`config.mk`:
```
export PLATFORM = sky130hd
export DESIGN_NAME = mtu_top
export DESIGN_NICKNAME = d
export VERILOG_FILES = /design/src/mtu_pkg.sv /design/src/mtu_chan.sv /design/src/mtu_top.sv
export SDC_FILE = /design/constraint.sdc
export NUM_CORES = 1
export LEC_CHECK = 0
export ABC_CLOCK_PERIOD_IN_PS = 6700
export BUFFER_PORTS_ARGS = -buffer_cell sky130_fd_sc_hd__buf_2
export CAP_MARGIN = 30
export CORE_AREA = 2 2 143 215
export CTS_CLUSTER_DIAMETER = 80
export DETAILED_ROUTE_END_ITERATION = 12
export DIE_AREA = 0 0 145 217
export GPL_ROUTABILITY_DRIVEN = 0
export PLACE_DENSITY = 0.79
export SETUP_SLACK_MARGIN = 0.05
export SYNTH_ARGS = -nofsm -noshare
export SYNTH_HDL_FRONTEND = slang
export SYNTH_SLANG_ARGS = --single-unit
```
`constraint.sdc`:
```
create_clock -name sys_clk_in -period 6.7 [get_ports sys_clk_in]
set_input_delay 2.01 -clock sys_clk_in [delete_from_list [all_inputs] [get_ports sys_clk_in]]
set_output_delay 2.01 -clock sys_clk_in [all_outputs]
set_load 0.01 [all_outputs]
```
`src/mtu_pkg.sv`:
```
// What this block does
// - General timers pick fast, slow or wake underflow clock.
// - Sixteen-bit counter and reload, high and low bytes.
// - Wake timer counts low-frequency oscillator ticks.
// - Shared control starts and stops four timers, reports all five.
// - Running counter decrements once per selected tick.
// - Zero count plus next tick raises enabled interrupt.
// - Enabled timer interrupt drives the request pin.
// - Software can set and clear each flag.
// - Underflow halts at zero or reloads per setting.
// - Running bit set while counting, clear when stopped.
// - Run and immediate bits together start; immediate alone stops.
// - Start bit in timer control also starts it.
// - Armed timer waits for its start event.
// - Stop event before underflow halts without interrupt.
// - Wake timer leaves standby; may return without card.
// - Auto-wake clear keeps device powered after wake.
// - Auto-reload with enable gives periodic interrupts.
// - Underflow sets flag in second interrupt register.
package mtu_pkg;
  localparam int unsigned NTMR = 5;
  localparam int unsigned WAKE_IDX = 4;
  // Byte addresses of the shared registers.
  localparam logic [7:0] ADR_RUN_CTL = 8'h00;
  localparam logic [7:0] ADR_IRQ_FLG = 8'h04;
  localparam logic [7:0] ADR_IRQ_EN  = 8'h08;
  localparam logic [7:0] ADR_PWR     = 8'h0c;
  // Per-timer window: base is TMR_STRIDE * (index + 1).
  localparam logic [7:0] TMR_STRIDE  = 8'h20;
  localparam logic [2:0] OFS_CTL     = 3'h0;
  localparam logic [2:0] OFS_REL_HI  = 3'h1;
  localparam logic [2:0] OFS_REL_LO  = 3'h2;
  localparam logic [2:0] OFS_CNT_HI  = 3'h3;
  localparam logic [2:0] OFS_CNT_LO  = 3'h4;
  // Timer control fields.
  localparam int unsigned CTL_CLK_LSB  = 0;
  localparam int unsigned CTL_AUTO_REL = 2;
  localparam int unsigned CTL_START    = 3;
  localparam int unsigned CTL_WAIT_EVT = 4;
  localparam int unsigned CTL_STOP_EVT = 5;
  localparam int unsigned CTL_AUTO_WK  = 6;
  localparam int unsigned CTL_W        = 7;
  localparam int unsigned SSN_LSB      = 4;
  localparam int unsigned FLG_SET_BIT  = 7;
  localparam logic [1:0] CLK_FAST = 2'h0;
  localparam logic [1:0] CLK_SLOW = 2'h1;
  localparam logic [1:0] CLK_WAKE = 2'h2;
  // Reset values.
  localparam logic [6:0]  CTL_RST = 7'h00;
  localparam logic [15:0] REL_RST = 16'hffff;
  localparam logic [15:0] CNT_RST = 16'h0000;
  localparam logic [31:0] RD_ZERO = 32'h0000_0000;
  typedef enum logic [1:0] {
    MTU_IDLE  = 2'b00,
    MTU_ARMED = 2'b01,
    MTU_RUN   = 2'b10
  } mtu_state_e;
endpackage

```
`src/mtu_chan.sv`:
```
`timescale 1ns/1ps
module mtu_chan (
  // Clock and reset.
  input  wire logic        clk_in,
  input  wire logic        rst_n_in,
  // Commands and events.
  input  wire logic        tick_in,
  input  wire logic        start_in,
  input  wire logic        stop_in,
  input  wire logic        start_evt_in,
  input  wire logic        stop_evt_in,
  // Settings.
  input  wire logic        wait_evt_in,
  input  wire logic        stop_evt_en_in,
  input  wire logic        auto_reload_in,
  input  wire logic [15:0] reload_in,
  // Status.
  output logic      [15:0] count_out,
  output logic             running_out,
  output logic             underflow_out
);
  typedef struct packed {
    mtu_pkg::mtu_state_e st;
    logic [15:0]         cnt;
    logic                unf;
  } mtu_chan_s;
  mtu_chan_s s_r, s_nxt;

  // One decision per clock; commands beat events, events beat ticks.
  always_comb begin
    s_nxt = s_r;
    s_nxt.unf = 1'b0;
    if (stop_in) begin
      s_nxt.st = mtu_pkg::MTU_IDLE;
    end else if (start_in) begin
      s_nxt.cnt = reload_in;
      s_nxt.st = wait_evt_in ? mtu_pkg::MTU_ARMED : mtu_pkg::MTU_RUN;
    end else begin
      case (s_r.st)
        mtu_pkg::MTU_ARMED: begin
          if (start_evt_in) begin
            s_nxt.st = mtu_pkg::MTU_RUN;
          end
        end
        mtu_pkg::MTU_RUN: begin
          if (stop_evt_en_in && stop_evt_in) begin
            s_nxt.st = mtu_pkg::MTU_IDLE;
          end else if (tick_in) begin
            if (s_r.cnt == 16'h0000) begin
              s_nxt.unf = 1'b1;
              if (auto_reload_in) begin
                s_nxt.cnt = reload_in;
              end else begin
                s_nxt.st = mtu_pkg::MTU_IDLE;
              end
            end else begin
              s_nxt.cnt = s_r.cnt - 16'h0001;
            end
          end
        end
        default: s_nxt.st = mtu_pkg::MTU_IDLE;
      endcase
    end
  end

  always_ff @(posedge clk_in or negedge rst_n_in) begin
    if (!rst_n_in) begin
      s_r <= '{mtu_pkg::MTU_IDLE, mtu_pkg::CNT_RST, 1'b0};
    end else begin
      s_r <= s_nxt;
    end
  end

  assign count_out     = s_r.cnt;
  assign running_out   = (s_r.st != mtu_pkg::MTU_IDLE);
  assign underflow_out = s_r.unf;

  wire quiet = !start_in && !stop_in && !(stop_evt_en_in && stop_evt_in);
endmodule

```
`src/mtu_top.sv`:
```
// Decided for this implementation: register access over AHB-Lite and the address map.
`timescale 1ns/1ps
module mtu_top (
  // Clock and reset.
  input  wire logic        sys_clk_in,
  input  wire logic        arst_n_in,
  // AHB-Lite slave.
  input  wire logic        hsel_in,
  input  wire logic [31:0] haddr_in,
  input  wire logic [1:0]  htrans_in,
  input  wire logic        hwrite_in,
  input  wire logic [2:0]  hsize_in,
  input  wire logic [31:0] hwdata_in,
  input  wire logic        hready_in,
  output logic      [31:0] hrdata_out,
  output logic             hreadyout_out,
  output logic             hresp_out,
  // Timer clock ticks, one cycle each.
  input  wire logic        fast_tick_in,
  input  wire logic        slow_tick_in,
  input  wire logic        low_freq_osc_tick_in,
  // Protocol start and stop events per timer.
  input  wire logic [4:0]  start_evt_in,
  input  wire logic [4:0]  stop_evt_in,
  // Low power card detect handshake.
  input  wire logic        card_check_done_in,
  input  wire logic        card_found_in,
  // Outputs to the system.
  output logic             irq_out,
  output logic             standby_out,
  output logic             wake_out
);
  localparam int unsigned N = mtu_pkg::NTMR;
  localparam int unsigned W = mtu_pkg::WAKE_IDX;

  typedef struct packed {
    logic [N-1:0][mtu_pkg::CTL_W-1:0] ctl;
    logic [N-1:0][15:0]               rel;
    logic [N-1:0]                     flg;
    logic [N-1:0]                     ien;
    logic [N-1:0]                     st_p;
    logic [N-1:0]                     sp_p;
    logic                             stby;
    logic                             wake;
    logic                             irq;
    logic                             dph;
    logic [7:0]                       dadr;
    logic [31:0]                      rdata;
    logic                             ready;
  } mtu_top_s;
  mtu_top_s s_r, s_nxt;

  // Reset is released through two flops; assertion stays asynchronous.
  logic rst_m_r;
  logic rst_n;
  always_ff @(posedge sys_clk_in or negedge arst_n_in) begin
    if (!arst_n_in) begin
      rst_m_r <= 1'b0;
      rst_n   <= 1'b0;
    end else begin
      rst_m_r <= 1'b1;
      rst_n   <= rst_m_r;
    end
  end

  logic [N-1:0][15:0] cnt;
  logic [N-1:0]       run;
  logic [N-1:0]       unf;
  logic [N-1:0]       tick;

  // Timer index of an address in a timer window, or N when none.
  function automatic logic [2:0] tmr_of(input logic [7:0] a);
    logic [2:0] blk;
    blk = a[7:5];
    if (blk == 3'h0 || blk > 3'(N)) begin
      tmr_of = 3'(N);
    end else begin
      tmr_of = blk - 3'h1;
    end
  endfunction

  // Register read value, captured in the address phase.
  function automatic logic [31:0] rd_word(input logic [7:0] a, input mtu_top_s s,
                                          input logic [N-1:0][15:0] c,
                                          input logic [N-1:0] r);
    logic [2:0] t;
    rd_word = mtu_pkg::RD_ZERO;
    t = tmr_of(a);
    if (t != 3'(N)) begin
      case (a[4:2])
        mtu_pkg::OFS_CTL:    rd_word = {25'h0, s.ctl[t] & 7'h77};
        mtu_pkg::OFS_REL_HI: rd_word = {24'h0, s.rel[t][15:8]};
        mtu_pkg::OFS_REL_LO: rd_word = {24'h0, s.rel[t][7:0]};
        mtu_pkg::OFS_CNT_HI: rd_word = {24'h0, c[t][15:8]};
        mtu_pkg::OFS_CNT_LO: rd_word = {24'h0, c[t][7:0]};
        default:             rd_word = mtu_pkg::RD_ZERO;
      endcase
    end else begin
      case (a)
        mtu_pkg::ADR_RUN_CTL: rd_word = {27'h0, r};
        mtu_pkg::ADR_IRQ_FLG: rd_word = {27'h0, s.flg};
        mtu_pkg::ADR_IRQ_EN:  rd_word = {27'h0, s.ien};
        mtu_pkg::ADR_PWR:     rd_word = {31'h0, s.stby};
        default:              rd_word = mtu_pkg::RD_ZERO;
      endcase
    end
  endfunction

  // Clock choice for each timer; the wake timer has a fixed source.
  genvar gi;
  generate
    for (gi = 0; gi < N; gi++) begin : g_tmr
      if (gi == W) begin : g_wake
        assign tick[gi] = low_freq_osc_tick_in;
      end else begin : g_gen
        always_comb begin
          case (s_r.ctl[gi][1:0])
            mtu_pkg::CLK_FAST: tick[gi] = fast_tick_in;
            mtu_pkg::CLK_SLOW: tick[gi] = slow_tick_in;
            mtu_pkg::CLK_WAKE: tick[gi] = unf[W];
            default:           tick[gi] = 1'b0;
          endcase
        end
      end
      mtu_chan u_chan (
        .clk_in         (sys_clk_in),
        .rst_n_in       (rst_n),
        .tick_in        (tick[gi]),
        .start_in       (s_r.st_p[gi]),
        .stop_in        (s_r.sp_p[gi]),
        .start_evt_in   (start_evt_in[gi]),
        .stop_evt_in    (stop_evt_in[gi]),
        .wait_evt_in    (s_r.ctl[gi][mtu_pkg::CTL_WAIT_EVT]),
        .stop_evt_en_in (s_r.ctl[gi][mtu_pkg::CTL_STOP_EVT]),
        .auto_reload_in (s_r.ctl[gi][mtu_pkg::CTL_AUTO_REL]),
        .reload_in      (s_r.rel[gi]),
        .count_out      (cnt[gi]),
        .running_out    (run[gi]),
        .underflow_out  (unf[gi])
      );
    end
  endgenerate

  // Bus slave with zero wait states, then register effects of a write.
  logic       take;
  logic       wr;
  logic [2:0] wt;
  logic [N-1:0] fset;
  logic [N-1:0] fclr;
  assign take = hsel_in && htrans_in[1] && hready_in;
  assign wr   = s_r.dph;
  assign wt   = tmr_of(s_r.dadr);

  always_comb begin
    s_nxt = s_r;
    s_nxt.st_p  = '0;
    s_nxt.sp_p  = '0;
    s_nxt.wake  = 1'b0;
    s_nxt.ready = 1'b1;
    s_nxt.dph   = take && hwrite_in;
    s_nxt.dadr  = {haddr_in[7:2], 2'b00};
    fset = '0;
    fclr = '0;
    if (take && !hwrite_in) begin
      s_nxt.rdata = rd_word({haddr_in[7:2], 2'b00}, s_r, cnt, run);
    end
    if (wr) begin
      if (wt != 3'(N)) begin
        case (s_r.dadr[4:2])
          mtu_pkg::OFS_CTL: begin
            s_nxt.ctl[wt] = hwdata_in[mtu_pkg::CTL_W-1:0] & 7'h77;
            s_nxt.st_p[wt] = hwdata_in[mtu_pkg::CTL_START];
          end
          mtu_pkg::OFS_REL_HI: s_nxt.rel[wt][15:8] = hwdata_in[7:0];
          mtu_pkg::OFS_REL_LO: s_nxt.rel[wt][7:0] = hwdata_in[7:0];
          default: s_nxt.dph = s_nxt.dph;
        endcase
      end else begin
        case (s_r.dadr)
          mtu_pkg::ADR_RUN_CTL: begin
            for (int i = 0; i < W; i++) begin
              if (hwdata_in[mtu_pkg::SSN_LSB + i]) begin
                s_nxt.st_p[i] = hwdata_in[i];
                s_nxt.sp_p[i] = !hwdata_in[i];
              end
            end
          end
          mtu_pkg::ADR_IRQ_FLG: begin
            if (hwdata_in[mtu_pkg::FLG_SET_BIT]) begin
              fset = hwdata_in[N-1:0];
            end else begin
              fclr = hwdata_in[N-1:0];
            end
          end
          mtu_pkg::ADR_IRQ_EN: s_nxt.ien = hwdata_in[N-1:0];
          mtu_pkg::ADR_PWR:    s_nxt.stby = hwdata_in[0];
          default:             s_nxt.dph = s_nxt.dph;
        endcase
      end
    end
    // Hardware set beats a software clear landing in the same cycle.
    s_nxt.flg = (s_r.flg & ~fclr) | fset | unf;
    s_nxt.irq = |(s_nxt.flg & s_nxt.ien);
    // Wake timer ends standby; no card sends it back only with auto wake.
    if (unf[W]) begin
      s_nxt.stby = 1'b0;
      s_nxt.wake = 1'b1;
    end else if (card_check_done_in && !card_found_in &&
                 s_r.ctl[W][mtu_pkg::CTL_AUTO_WK]) begin
      s_nxt.stby = 1'b1;
    end
  end

  always_ff @(posedge sys_clk_in or negedge rst_n) begin
    if (!rst_n) begin
      s_r.ctl   <= {N{mtu_pkg::CTL_RST}};
      s_r.rel   <= {N{mtu_pkg::REL_RST}};
      s_r.flg   <= '0;
      s_r.ien   <= '0;
      s_r.st_p  <= '0;
      s_r.sp_p  <= '0;
      s_r.stby  <= 1'b0;
      s_r.wake  <= 1'b0;
      s_r.irq   <= 1'b0;
      s_r.dph   <= 1'b0;
      s_r.dadr  <= 8'h00;
      s_r.rdata <= mtu_pkg::RD_ZERO;
      s_r.ready <= 1'b1;
    end else begin
      s_r <= s_nxt;
    end
  end

  // Every output but hresp_out, which is tied low, is a flop of the state record.
  assign hrdata_out    = s_r.rdata;
  assign hreadyout_out = s_r.ready;
  assign hresp_out     = 1'b0;
  assign irq_out       = s_r.irq;
  assign standby_out   = s_r.stby;
  assign wake_out      = s_r.wake;
endmodule

```
==> summary.txt <==
Drt
  – Routed len/inst: 23.4 um
  – Vias: 13300
  – Final wirelength: 45900 um
  – Post-route DRC: 0
  – Iteration-0 DRC Markers: 1607
  – 1st-pass router iterations: 8
  – Post-route antenna net violation count: 0
  – Vias/cell: 6.78

Run status
  – Status: finished clean

Synth
  – Proportion of netlist area held by the largest area contributor: 0.282
  – Synth Flop Type: dfrtp_1
  – Top post-synthesis cells by area: dfrtp_1 (28%), dfstp_2 (14%), mux2_2 (9.5%), o21ai_0 (4.3%), nor2_1 (3.3%)
  – Synthesized area per cell: 9.42 sq um
  – Post-synth EDFFs: 0
  – Cell with the most instances after synthesis: dfrtp_1
  – Syn Inst Count: 1548
  – Synth area leader: dfrtp_1
  – Most instantiated cells after synthesis: dfrtp_1 (164), nor2_1 (127), o21ai_0 (126)
  – Synth warn: 0
  – Register area share after synthesis: 0.426
  – Cell variety after synth: 86
  – Yosys reg bits: 244
  – Ys async rst share: 1.00
  – Mapped Area: 14600 sq um

Critical path
  – Arr. time, crit path: 5.39 ns
  – Critical Path End Type: register
  – WP data required: 7.17 ns
  – Worst path bufs/invs: 3
  – Kind of critical path: in2reg
  – Startpoint types: input port
  – Slowest cell on crit path: nor3_1
  – Crit-path max cell delay: 0.75 ns
  – Critical path fanouts, max: 28
  – Most used cell, CP: ha_1
  – Crit-path cells: buf_2, clkinv_1, buf_4, ha_1, ha_1, nand2b_1, nor3_1, a2bb2oi_1, o32a_1, a31oi_1, o31a_1
  – Cell family with most CP delay: simple AND/OR/NAND/NOR gates

Cells and area
  – Non-Filler Instances: 1963
  – Sequential cell area: 6210 sq um
  – # fillers: 2605
  – Area used by multi-input combinational logic: 7690 sq um
  – Share of cells above drive strength 1: 0.215
  – Nets: 1644
  – Area grow syn2layout: 8.22%

Power
  – Combinational Power Share: 0.160
  – Clock power frac: 0.376
  – Static leakage: 6.30 nW
  – Switching power: 1.14 mW
  – Worst IR Drop VDD: 0.000251 V
  – Power density cells: 239 nW/um^2
  – Int Pwr: 2.64 mW
  – Switching share of power: 0.301
  – Sequential power share: 0.464

Floorplanning
  – Core box area: 29800 sq um
  – Number of cell rows: 78
  – Chip height: 217 um
  – Die Wd: 145 um
  – # IOs: 126
  – Die area: 31500 sq um
  – Starting Density: 0.490

Clock tree
  – Root buf cell: clkbuf_16
  – Clock Latency Late Sink: 0.55 ns
  – CTS tree: yes
  – CTS Hold Buffers Added: 0
  – CTS resizes: 0
  – Post-CTS setup buffer count: 0
  – Bufs on Longest Clock Path: 3
  – Reg clk slew, reported paths: 0.07 ns
  – TritonCTS Buffers: 24
  – Sink Count: 244
  – H-tree Lvls: 1

GRT
  – Vias in the first global route: 12500
  – Global-route wire length before repair: 70900 um
  – Total gr overflow: 0
  – GR Util All Layers: 0.284
  – Largest net degree at the start of global routing: 148
  – Initial antenna violation count: 1

Timing
  – Final period util: 0.735
  – Pins over their slew limit: 0
  – Worst slew pin tran: 1.02 ns
  – Setup TNS: 0 ns
  – Normalized max-slew margin: 0.301
  – Fmax: 0.203 GHz
  – Unrepaired setup endpoints after global routing: false
  – Min Clock Period, post-route: 4.92 ns
  – Worst clock skew: 0.0239 ns
  – Setup-failing EPs final: 0
  – Hold Vio Cnt, Final: 0

Place
  – Port bufs: 45
  – Total placed cells including tap cells: 1917
  – Placed wire-length estimate: 32200 um

Worst hold path
  – Hold Crit Class: reg2async

Flow run
  – MaxCap Viol Count: 0
[flip-flops by register name (all words and copies together) (netlist names)]
name                        count
hrdata_out                      8
g_tmr.u_chan.underflow_out      5
g_tmr.u_chan.s_r               10
wr                              1
rst_m_r                         1
standby_out                     1
g_tmr.u_chan.count_out         80
s_r                           135
irq_out                         1
rst_n                           1
wake_out                        1
[cell type report]
| type | instances | area share |
|---|---|---|
| multi-input combinational | 1165 | 0.488 |
| tap | 400 | 0.0317 |
| clock buffer | 34 | 0.0443 |
| timing repair buffer | 62 | 0.0236 |
| clock inverter | 10 | 0.00761 |
| inverter | 47 | 0.0112 |
| sequential | 244 | 0.394 |
| antenna | 1 | 0.000159 |
[per-layer routing]
| layer | wire length [um] | share of wire | GRT usage | vias up |
|---|---|---|---|---|
| met3 | 4190 | 0.091 | 0.0438 | 237 |
| met2 | 21600 | 0.47 | 0.474 | 893 |
| li1 | - | - | - | 5720 |
| met1 | 16700 | 0.36 | 0.347 | 6459 |
| met5 | 0 | 0 | 0 | - |
| met4 | 3420 | 0.074 | 0.179 | 0 |
[final timing paths]
| path | start | end | slack, ns | depth (start not counted) |
|---|---|---|---|---|
| max in group asynchronous | rst_n | g_tmr[1].u_chan.count_out[12] | 5.22 | 1 |
| setup / recovery | haddr_in[5] | hrdata_out[5] | 1.78 | 11 |
| hold / removal | rst_n | g_tmr[3].u_chan.count_out[12] | 0.26 | 0 |
| hold reg to reg | rst_n | g_tmr[3].u_chan.count_out[12] | 0.26 | 0 |
| min in group sys_clk_in | rst_m_r | rst_n | 0.35 | 0 |
| setup reg to reg | s_r[38] | s_r[163] | 3.34 | 9 |
[cells in the final DEF (no fill, tap or decap), types with 8 or more instances in the layout]
cell | netlist | routed
a211o_1 | 8 | 8
a211oi_1 | 13 | 13
a21oi_1 | 95 | 95
a221oi_1 | 12 | 12
a22o_1 | 10 | 10
a22oi_1 | 21 | 21
a2bb2oi_1 | 13 | 13
a31oi_1 | 18 | 18
and3_1 | 8 | 8
buf_2 | 15 | 45
buf_4 | 37 | 14
clkbuf_16 | 0 | 25
conb_1 | 2 | 27
dfrtp_1 | 164 | 163
dfstp_2 | 80 | 80
ha_1 | 11 | 11
inv_1 | 45 | 45
mux2_2 | 123 | 123
mux2i_1 | 40 | 40
nand2_1 | 108 | 108
nand2b_1 | 13 | 13
nand3_1 | 42 | 42
nand4_1 | 8 | 8
nor2_1 | 127 | 126
nor2b_1 | 19 | 19
nor3_1 | 56 | 56
nor4_1 | 27 | 27
o211ai_1 | 13 | 13
o21a_1 | 11 | 11
o21ai_0 | 126 | 126
o22ai_1 | 31 | 31
o2bb2ai_1 | 8 | 8
o31a_1 | 9 | 9
o31ai_1 | 12 | 12
or2_2 | 8 | 8
or3_1 | 15 | 15
or4_1 | 8 | 8
[cell families after synthesis]
family                     after synthesis  synth area share
buffers and inverters                  164            0.0530
and+or+nand+nor                        485             0.171
xor gates and xnor gates                10           0.00601
AOI/OAI and AO/OA                      467             0.209
other                                    2          0.000515
DFF                                    244             0.426
muxes                                  165             0.126
adders and majority gates               11           0.00944
[metrics by stage]
stage / utilization / hold slack [ns] / area [sq um] / setup WS, ns / total power [mW]
after CTS: 0.530 / 0.275 / 15800 / 1.97 / 3.76
after global placement: 0.501 / 0.264 / 14900 / 1.43 / 2.33
after detailed placement: 0.502 / 0.267 / 14900 / 1.44 / 2.35
after global routing: 0.530 / 0.294 / 15800 / 1.69 / 3.90
final: 0.530 / 0.257 / 15800 / 1.78 / 3.78
after floorplan: - / 0.331 / 14700 / 1.82 / 2.17
[power groups by stage]
stage                     registers, mW  clock network [mW]  logic [mW]
after floorplan                    1.72                   0       0.453
final                              1.75                1.42       0.604
after CTS                          1.75                1.43       0.589
after global placement             1.76                   0       0.567
after global routing               1.76                1.47       0.663
after detailed placement           1.77                   0       0.586
Power figures use the tool's default switching activity.
